--- src/pkg/clock_buffer_defines.vh ---
`ifndef CLOCK_BUFFER_DEFINES_VH
`define CLOCK_BUFFER_DEFINES_VH

// System clock period in picoseconds (200 MHz).
`define CLK_PERIOD_PS       5000
// Start-up delay window, in microseconds (0.2 ms to 0.3 ms).
`define STARTUP_MIN_US      200
`define STARTUP_MAX_US      300
// Power-on to outputs-active limit, in microseconds (1 ms).
`define POWERUP_LIMIT_US    1000
// Least start-up delay in cycles, rounded up.
`define STARTUP_CYCLES      ((`STARTUP_MIN_US * 1000000 + `CLK_PERIOD_PS - 1) / `CLK_PERIOD_PS)
// Power-up limit in cycles, rounded down.
`define POWERUP_CYCLES      ((`POWERUP_LIMIT_US * 1000000) / `CLK_PERIOD_PS)
// Reference clock activity watchdog: system cycles without a reference edge.
`define REF_TIMEOUT_CYCLES  64
// Width of the start-up counter.
`define STARTUP_CNT_W       18
// Width of the activity watchdog counter.
`define REF_CNT_W           8

`endif

--- src/verilog/clock_buffer_powerup_sequencer.v ---
// Behaviour
// - Power-down high floats every output pair.
// - Supply valid starts the 0.2-0.3 ms delay.
// - Wait for reference clock and power-down release.
// - Enable outputs after lock or mirror stable.
// - Power-on to outputs active under 1 ms.
// - No reference clock keeps outputs disabled.
// - Bypass mode needs no PLL lock.
`timescale 1ns/1ps
`include "clock_buffer_defines.vh"

module clock_buffer_powerup_sequencer #(
    parameter NUM_OUT      = 12,
    parameter STARTUP_CYC  = `STARTUP_CYCLES,
    parameter CNT_W        = `STARTUP_CNT_W
) (
    input  wire               clk_sys,              // System clock, 200 MHz.
    input  wire               rst_n,                // Asynchronous reset, active low.
    input  wire               clkEn,                // Freezes all state but the reset synchroniser while low.
    input  wire               supplyValid,          // Supply detector, asynchronous.
    input  wire               power_down_input,     // Power-down pin, high floats outputs.
    input  wire               reference_clock_in,   // Reference clock pin.
    input  wire               pllLock,              // PLL lock indication.
    input  wire               mirrorStable,         // Current mirror stable indication.
    input  wire               pllBypass,            // High selects PLL bypass mode.
    input  wire [NUM_OUT-1:0] clkTrue,              // Internal clock for the true halves.
    output reg  [NUM_OUT-1:0] diff_clock_out_true,  // True output halves.
    output reg  [NUM_OUT-1:0] diff_clock_out_comp,  // Complement output halves.
    output reg  [NUM_OUT-1:0] diffTrueOe_n,         // True halves enable, low drives.
    output reg  [NUM_OUT-1:0] diffCompOe_n,         // Complement halves enable, low drives.
    output reg                power_down_assert,    // Power-down seen after filtering.
    output reg  [3:0]         seqState              // Current sequencer state, one-hot.
);

    // One-hot states: power-off, start-up delay, wait for inputs, outputs running.
    // seqState shows the same codes so the far side can watch the bring-up.
    localparam [3:0] ST_OFF   = 4'h1;
    localparam [3:0] ST_DELAY = 4'h2;
    localparam [3:0] ST_WAIT  = 4'h4;
    localparam [3:0] ST_RUN   = 4'h8;

    // Reset is released through two flops so removal is synchronous.
    reg rstMeta_ff;
    reg rstSync_ff;
    always @(posedge clk_sys or negedge rst_n) begin
        if (!rst_n) begin
            rstMeta_ff <= 1'b0;
            rstSync_ff <= 1'b0;
        end else begin
            rstMeta_ff <= 1'b1;
            rstSync_ff <= rstMeta_ff;
        end
    end
    wire rstSync_n = rstSync_ff;

    // Three-stage synchronisers for the pin inputs; a change counts when
    // stages two and three agree, which also filters a one-cycle glitch.
    reg [2:0] supSync_ff;
    reg [2:0] pdSync_ff;
    reg [2:0] refSync_ff;
    reg [2:0] lockSync_ff;
    reg [2:0] mirSync_ff;
    reg       supValid_ff;
    reg       pdLevel_ff;
    reg       lockLevel_ff;
    reg       mirLevel_ff;

    function agree;
        input [2:0] s;
        begin
            agree = (s[1] == s[2]);
        end
    endfunction

    always @(posedge clk_sys or negedge rstSync_n) begin
        if (!rstSync_n) begin
            supSync_ff   <= 3'h0;
            pdSync_ff    <= 3'h7;
            refSync_ff   <= 3'h0;
            lockSync_ff  <= 3'h0;
            mirSync_ff   <= 3'h0;
            supValid_ff  <= 1'b0;
            pdLevel_ff   <= 1'b1;
            lockLevel_ff <= 1'b0;
            mirLevel_ff  <= 1'b0;
        end else if (clkEn) begin
            supSync_ff  <= {supSync_ff[1:0], supplyValid};
            pdSync_ff   <= {pdSync_ff[1:0], power_down_input};
            refSync_ff  <= {refSync_ff[1:0], reference_clock_in};
            lockSync_ff <= {lockSync_ff[1:0], pllLock};
            mirSync_ff  <= {mirSync_ff[1:0], mirrorStable};
            if (agree(supSync_ff)) begin
                supValid_ff <= supSync_ff[2];
            end
            if (agree(pdSync_ff)) begin
                pdLevel_ff <= pdSync_ff[2];
            end
            if (agree(lockSync_ff)) begin
                lockLevel_ff <= lockSync_ff[2];
            end
            if (agree(mirSync_ff)) begin
                mirLevel_ff <= mirSync_ff[2];
            end
        end
    end

    // Reference activity watchdog works on the third synchroniser stage.
    // Limitation: it sees activity, not frequency, so a reference at the
    // wrong rate still counts as valid as long as it keeps toggling.
    wire refValid;
    ref_clock_detect u_refDetect (
        .clk_sys     (clk_sys),
        .rstSync_n   (rstSync_n),
        .clkEn       (clkEn),
        .refSample   (refSync_ff[2]),
        .refValid_ff (refValid)
    );

    // Bypass mode waits for the mirror only; PLL mode needs lock.
    // Bypass is a same-domain strap and is read without synchronisation,
    // so a change while waiting takes effect on the very next edge.
    wire readyPath = pllBypass ? mirLevel_ff : lockLevel_ff;

    reg [3:0]       state_ff;
    reg [3:0]       nxt_state;
    reg [CNT_W-1:0] dlyCnt_ff;
    reg [CNT_W-1:0] nxt_dlyCnt;

    // Sequencer next state. Losing supply always wins, from any state.
    always @* begin
        nxt_state  = state_ff;
        nxt_dlyCnt = dlyCnt_ff;
        if (!supValid_ff) begin
            nxt_state  = ST_OFF;
            nxt_dlyCnt = {CNT_W{1'b0}};
        end else begin
            case (state_ff)
                ST_OFF: begin
                    nxt_state  = ST_DELAY;
                    nxt_dlyCnt = {CNT_W{1'b0}};
                end
                ST_DELAY: begin
                    // Shortest legal delay keeps the whole bring-up under 1 ms.
                    if (dlyCnt_ff == STARTUP_CYC[CNT_W-1:0] - {{(CNT_W-1){1'b0}}, 1'b1}) begin
                        nxt_state = ST_WAIT;
                    end else begin
                        nxt_dlyCnt = dlyCnt_ff + {{(CNT_W-1){1'b0}}, 1'b1};
                    end
                end
                ST_WAIT: begin
                    // The inputs may settle in any order; all are re-checked each cycle.
                    if (refValid && !pdLevel_ff && readyPath) begin
                        nxt_state = ST_RUN;
                    end
                end
                ST_RUN: begin
                    // A dropped reference disables the outputs again.
                    if (!refValid || pdLevel_ff) begin
                        nxt_state = ST_WAIT;
                    end
                end
                default: begin
                    nxt_state = ST_OFF;
                end
            endcase
        end
    end

    always @(posedge clk_sys or negedge rstSync_n) begin
        if (!rstSync_n) begin
            state_ff  <= ST_OFF;
            dlyCnt_ff <= {CNT_W{1'b0}};
        end else if (clkEn) begin
            state_ff  <= nxt_state;
            dlyCnt_ff <= nxt_dlyCnt;
        end
    end

    // Output drivers register the next state so outputs come from flops.
    // Decoding the next state costs a longer path into the drivers, but keeps
    // seqState and the enables changing on the same edge.
    wire drive = (nxt_state == ST_RUN) && !pdLevel_ff;

    // Per-pair next values: both halves share one enable, so a pair always
    // floats and returns as a whole, and a floated pair rests low.
    wire [NUM_OUT-1:0] nxtTrue;
    wire [NUM_OUT-1:0] nxtComp;
    wire [NUM_OUT-1:0] nxtOe_n;
    genvar gi;
    generate
        for (gi = 0; gi < NUM_OUT; gi = gi + 1) begin : g_pair
            assign nxtTrue[gi] = drive & clkTrue[gi];
            assign nxtComp[gi] = drive & ~clkTrue[gi];
            assign nxtOe_n[gi] = ~drive;
        end
    endgenerate

    // Pair drivers and their enables.
    always @(posedge clk_sys or negedge rstSync_n) begin
        if (!rstSync_n) begin
            diff_clock_out_true <= {NUM_OUT{1'b0}};
            diff_clock_out_comp <= {NUM_OUT{1'b0}};
            diffTrueOe_n        <= {NUM_OUT{1'b1}};
            diffCompOe_n        <= {NUM_OUT{1'b1}};
        end else if (clkEn) begin
            diff_clock_out_true <= nxtTrue;
            diff_clock_out_comp <= nxtComp;
            diffTrueOe_n        <= nxtOe_n;
            diffCompOe_n        <= nxtOe_n;
        end
    end

    // Status outputs: the filtered power-down level and the state code.
    always @(posedge clk_sys or negedge rstSync_n) begin
        if (!rstSync_n) begin
            power_down_assert <= 1'b1;
            seqState          <= ST_OFF;
        end else if (clkEn) begin
            power_down_assert <= pdLevel_ff;
            seqState          <= nxt_state;
        end
    end

endmodule

--- src/verilog/ref_clock_detect.v ---
`timescale 1ns/1ps
`include "clock_buffer_defines.vh"

module ref_clock_detect #(
    parameter TIMEOUT = `REF_TIMEOUT_CYCLES,
    parameter CNT_W   = `REF_CNT_W
) (
    input  wire clk_sys,     // System clock.
    input  wire rstSync_n,   // Synchronised reset, active low.
    input  wire clkEn,       // Clock enable.
    input  wire refSample,   // Reference clock after the synchroniser.
    output reg  refValid_ff  // High while reference edges keep arriving.
);

    reg             refLast_ff;
    reg [CNT_W-1:0] idleCnt_ff;
    wire            refEdge = refSample ^ refLast_ff;

    // Any edge reloads the watchdog; a silent reference lets it expire.
    // The reference must be slower than half the system clock to be seen.
    always @(posedge clk_sys or negedge rstSync_n) begin
        if (!rstSync_n) begin
            refLast_ff  <= 1'b0;
            idleCnt_ff  <= {CNT_W{1'b0}};
            refValid_ff <= 1'b0;
        end else if (clkEn) begin
            refLast_ff <= refSample;
            if (refEdge) begin
                idleCnt_ff  <= {CNT_W{1'b0}};
                refValid_ff <= 1'b1;
            end else if (idleCnt_ff == TIMEOUT[CNT_W-1:0]) begin
                refValid_ff <= 1'b0;
            end else begin
                idleCnt_ff <= idleCnt_ff + {{(CNT_W-1){1'b0}}, 1'b1};
            end
        end
    end

endmodule
--- config.mk ---
export PLATFORM = sky130hd
export DESIGN_NAME = clock_buffer_powerup_sequencer
export DESIGN_NICKNAME = d
export VERILOG_FILES = /design/src/verilog/clock_buffer_powerup_sequencer.v /design/src/verilog/ref_clock_detect.v
export VERILOG_INCLUDE_DIRS = /design/src /design/src/pkg
export SDC_FILE = /design/constraint.sdc
export NUM_CORES = 1
export LEC_CHECK = 0
export ABC_AREA = 1
export BUFFER_PORTS_ARGS = -buffer_cell sky130_fd_sc_hd__buf_2
export CELL_PAD_IN_SITES_DETAIL_PLACEMENT = 0
export CELL_PAD_IN_SITES_GLOBAL_PLACEMENT = 1
export CORE_UTILIZATION = 44
export CTS_BUF_LIST = sky130_fd_sc_hd__clkbuf_16
export DETAILED_ROUTE_END_ITERATION = 6
export GPL_TIMING_DRIVEN = 0
export PLACE_DENSITY_LB_ADDON = 0.1
export SYNTH_ARGS = -nofsm -noshare
export SYNTH_HDL_FRONTEND = slang
export SYNTH_SLANG_ARGS = --single-unit
--- constraint.sdc ---
create_clock -name clk_sys -period 3.5 [get_ports clk_sys]
set_input_delay 0.525 -clock clk_sys [delete_from_list [all_inputs] [get_ports clk_sys]]
set_output_delay 0.525 -clock clk_sys [all_outputs]
set_load 0.01 [all_outputs]
# Word level (Yosys, flattened, before mapping)
# Cells that the tools add are included.
# totals
register_bits	79
input_bits	21
word_cells	101
# op_classes
n_reduce_logical	14
bitwise	38
eq_ne	14
n_addsub	2
mux	13
# ops
operator	count
18-bit 2-to-1 mux	2
18-bit one-hot mux with 2 select lines	1
1-bit AND	24
18-bit by 1-bit adder with 18-bit output (second input constant)	1
18-bit by 16-bit equality test with 1-bit output (second input constant)	1
4-bit 2-to-1 mux	4
8-bit 2-to-1 mux	2
4-bit one-hot mux with 4 select lines	1
1-bit inverter	13
2-bit AND reduction	6
8-bit by 1-bit adder with 8-bit output (second input constant)	1
4-bit equality test (second input constant)	2
8-bit by 7-bit equality test with 1-bit output (second input constant)	1
1-bit equality test	4
4-bit by 1-bit equality test with 1-bit output (second input constant)	1
4-bit by 2-bit equality test with 1-bit output (second input constant)	1
4-bit by 3-bit equality test with 1-bit output (second input constant)	1
1-bit logical AND	3
1-bit 2-to-1 mux	3
3-bit by 1-bit != test with 1-bit output (second input constant)	1
3-bit != test (second input constant)	1
3-bit AND reduction	1
1-bit logical NOT	2
2-bit by 1-bit != test with 1-bit output (second input constant)	1
other kinds (3)	3

# Longest topological paths before layout
# depth
depth_word	9
ltp_mapped	9
ltp_nobuf	9

# Modules after synthesis
# A second synthesis with hierarchy kept.
# unflattened
hier_cells	550
area_unflattened_um2	4281.6
# by_module_without_submodules
module	instances	cells_each	area_per_inst_um2
clock_buffer_powerup_sequencer	1	461	3612.2
ref_clock_detect	1	89	669.4

# Least setup slack after synthesis
# No wires, ideal clock.
# synth_path
kind	register to output
from	reg diffCompOe_n[0] (netlist name)
to	out diffCompOe_n[10]
path_slack_ns	2.061
path_stages_with_launch	2
path_buffers	1
arrival_ns	0.914
t_required_ns	2.975
cell_sequence	dfstp_2 > buf_4
# synth_rtl
item	line	text
end, declared	clock_buffer_powerup_sequencer.v:30	output reg [NUM_OUT-1:0] diffCompOe_n,

==> flow_summary.ini <==
[timing]
fin_crit_sh = 0.548
fin_crit_ns = 1.92
slew_violations = 0
rsz0062_at_grt = no
finalClockSkew_ns = 0.00840
worst_pin_slew_ns = 0.555
hold_viol_final = 0
setup_viol = 0
max_slew_margin = 0.628
setup_tns_ns = 0
max_freq_mhz = 522

[clock_tree]
cts_tree = built
clk_pin_slew_ns = 0.07
cts_max_level = 3
cts_made_buffers = 9
insertion_delay_ns = 0.34
clock_sinks = 79
clk_path_buf_depth = 2
cts_root_buf = clkbuf_16
postCtsSetupBuffers = 0

[cells_and_area]
final_cell_mix = nand2_1, buf_2, dfrtp_1
nets = 625
area_growth_pct = 22.0
layout_commonest_cell = nand2_1
multi_input_area_mm2 = 0.00163
regArea_mm2 = 0.00199
drive_gt1_frac = 0.244
antennaDiodeCount = 0
nFillCells = 832
stdcell_area_mm2 = 0.00499

[setup_path]
cp.required_ns = 2.97
worstSetupPathType = flop to primary output
critPathMaxFanout = 25
crit_chain = buf_4 -> buf_2
critPathCaptureType = primary output
slowest_stage = dfstp_2
critPathMaxStageDelay_ns = 0.76
crit_path_start_kind = flop
crit_arrival_ns = 1.39

[die]
fp.dieH_um = 98.4
start_util = 0.462
ioPinCount = 74
rows = 34
core_mm2 = 0.00885
die_x_um = 98.4
die_area_mm2 = 0.00969

[routing]
drc_errors = 7
wl_um = 9140
drtAntennaViolNets = 0
wire_per_inst_um = 12.8
via_per_inst = 4.90
dr.pass1.iters = 7
dr.first_iter.drc_count = 221
vias = 3500

[global_routing]
globalRouteTotalUtil = 0.201
grt.overflow.total = 0
grt_pass1_vias = 3177
grt_max_degree = 61
antenna_found_initial = 0
grt_pass1_wl_um = 15400

[synth]
ys_ff_latch = 79
synth.cell_area_mm2 = 0.00409
postSynthAreaPerCell_um2 = 7.93
syn_nets = 540
ys_warn_count = 0
synthCells = 516
ys_types = 36
synth-seq-area-share = 0.485

[min_path]
hold_class = flop to async pin

[run]
maxCapViolations = 0

[pwr]
power_density_mw_per_mm2 = 492
p_leak_uw = 0.00243
peakVddDrop_v = 0.000248

[placed_design]
hpwl_um = 6610
gp_congestion = 0.871
port_buffers = 72
place_area_mm2 = 0.00462

[outcome]
status = complete, but fails checks
violations = design-rule violations
-- critical path, delay by kind of cell (launching register included) --
family	cells	cell delay, ns
buffers and inverters	2	0.29
flip-flops	1	0.76
-- cell type report --
| cell class | count | area share |
|---|---|---|
| Sequential cell | 79 | 0.399 |
| Inverter | 56 | 0.0421 |
| Clock buffer | 9 | 0.0451 |
| Buffer | 39 | 0.0522 |
| Clock inverter | 7 | 0.0273 |
| Tap cell | 108 | 0.0271 |
| Multi-Input combinational cell | 342 | 0.328 |
| Timing Repair Buffer | 74 | 0.0798 |
-- power breakdown --
part           leakage (uW)  internal (uW)  switching [uW]
registers           0.00104            976            42.3
clock network      0.000178            765             383
logic               0.00121           95.8             194
total               0.00243           1840             619
-- cells by family (layout without fill, tap and decap cells) --
logic type	count (synthesis)	count (layout)	synth area share
other cells	1	1	0.000917
xor+xnor	7	7	0.0168
fa+ha+maj	3	3	0.00918
buf+inv	95	185	0.115
compound gates	70	70	0.0939
flops	79	79	0.485
simple gates	261	261	0.279
-- cells in the mapped netlist --
master / count / share of area
nand3b_1: 1 / 0.0018
nand3_4: 1 / 0.0043
conb_1: 1 / 0.00092
nor3_1: 5 / 0.0061
o21bai_1: 5 / 0.0092
o211ai_1: 1 / 0.0018
clkbuf_1: 7 / 0.0064
buf_2: 4 / 0.0049
o21ai_1: 11 / 0.013
nor2_2: 5 / 0.0076
o22ai_1: 2 / 0.0031
o21a_1: 1 / 0.0018
a21oi_4: 1 / 0.0040
and2_1: 1 / 0.0015
nor2_1: 49 / 0.045
nand3_2: 2 / 0.0049
nand2_2: 1 / 0.0015
or2_2: 4 / 0.0061
nand2_1: 142 / 0.13
buf_1: 1 / 0.00092
o31ai_1: 1 / 0.0018
o21ai_0: 47 / 0.058
nand3_1: 32 / 0.039
xor2_1: 6 / 0.013
inv_2: 5 / 0.0046
a21oi_1: 1 / 0.0012
inv_1: 51 / 0.047
buf_4: 25 / 0.046
nand4_2: 1 / 0.0031
ha_1: 3 / 0.0092
nand4_1: 16 / 0.024
xnor2_2: 1 / 0.0040
dfrtp_1: 72 / 0.44
nor2_4: 1 / 0.0028
buf_6: 2 / 0.0055
dfstp_2: 7 / 0.045
-- final timing paths --
check / start / to / slack (ns) / depth (start not counted)
setup / recovery: diffCompOe_n[0] / diffCompOe_n[4] / 1.58 / 2
hold / removal: rstSync_ff / dlyCnt_ff[10] / 0.20 / 0
setup reg to reg: dlyCnt_ff[1] / dlyCnt_ff[17] / 1.80 / 8
hold reg to reg: rstSync_ff / dlyCnt_ff[10] / 0.20 / 0
max in group asynchronous: rstSync_ff / pdSync_ff[2] / 2.67 / 1
min in group clk_sys: rstMeta_ff / rstSync_ff / 0.35 / 0
-- flip-flops by register name, indices dropped and copies added, names as in the netlist --
signal,flops
seqState,4
u_refDetect.refLast_ff,1
lockSync_ff,3
rstMeta_ff,1
power_down_assert,1
supValid_ff,1
pdLevel_ff,1
rstSync_ff,1
dlyCnt_ff,18
mirLevel_ff,1
refSync_ff,3
supSync_ff,3
diff_clock_out_comp,12
lockLevel_ff,1
u_refDetect.refValid_ff,1
diff_clock_out_true,12
mirSync_ff,3
u_refDetect.idleCnt_ff,8
pdSync_ff,3
diffCompOe_n,1
-- layer usage --
| layer | share of wire | global-route usage |
|---|---|---|
| met4 | 0.0090 | 0.0517 |
| met1 | 0.50 | 0.282 |
| met5 | 0 | 0 |
| met2 | 0.43 | 0.305 |
| met3 | 0.066 | 0.0624 |
-- through the flow --
step                hold slack, ns  worst slack (ns)  power (uW)  utilization  std cells
global route                 0.229              1.50        2550        0.564        714
detailed placement           0.217              1.70        1330        0.522        697
global placement             0.311             0.211        1320        0.518        696
CTS                          0.215              1.56        2480        0.564        714
floorplan                    0.229              1.15        1230            -        516
finish                       0.196              1.58        2460        0.564        714
-- what timing repair did --
| item | in CTS | in global routing |
|---|---|---|
| endpoints found under the hold margin | 2 | 0 |
| gates resized for setup | 0 | 0 |
| hold buffers | 1 | 0 |
No activity file was read; power rests on OpenSTA's default activity.
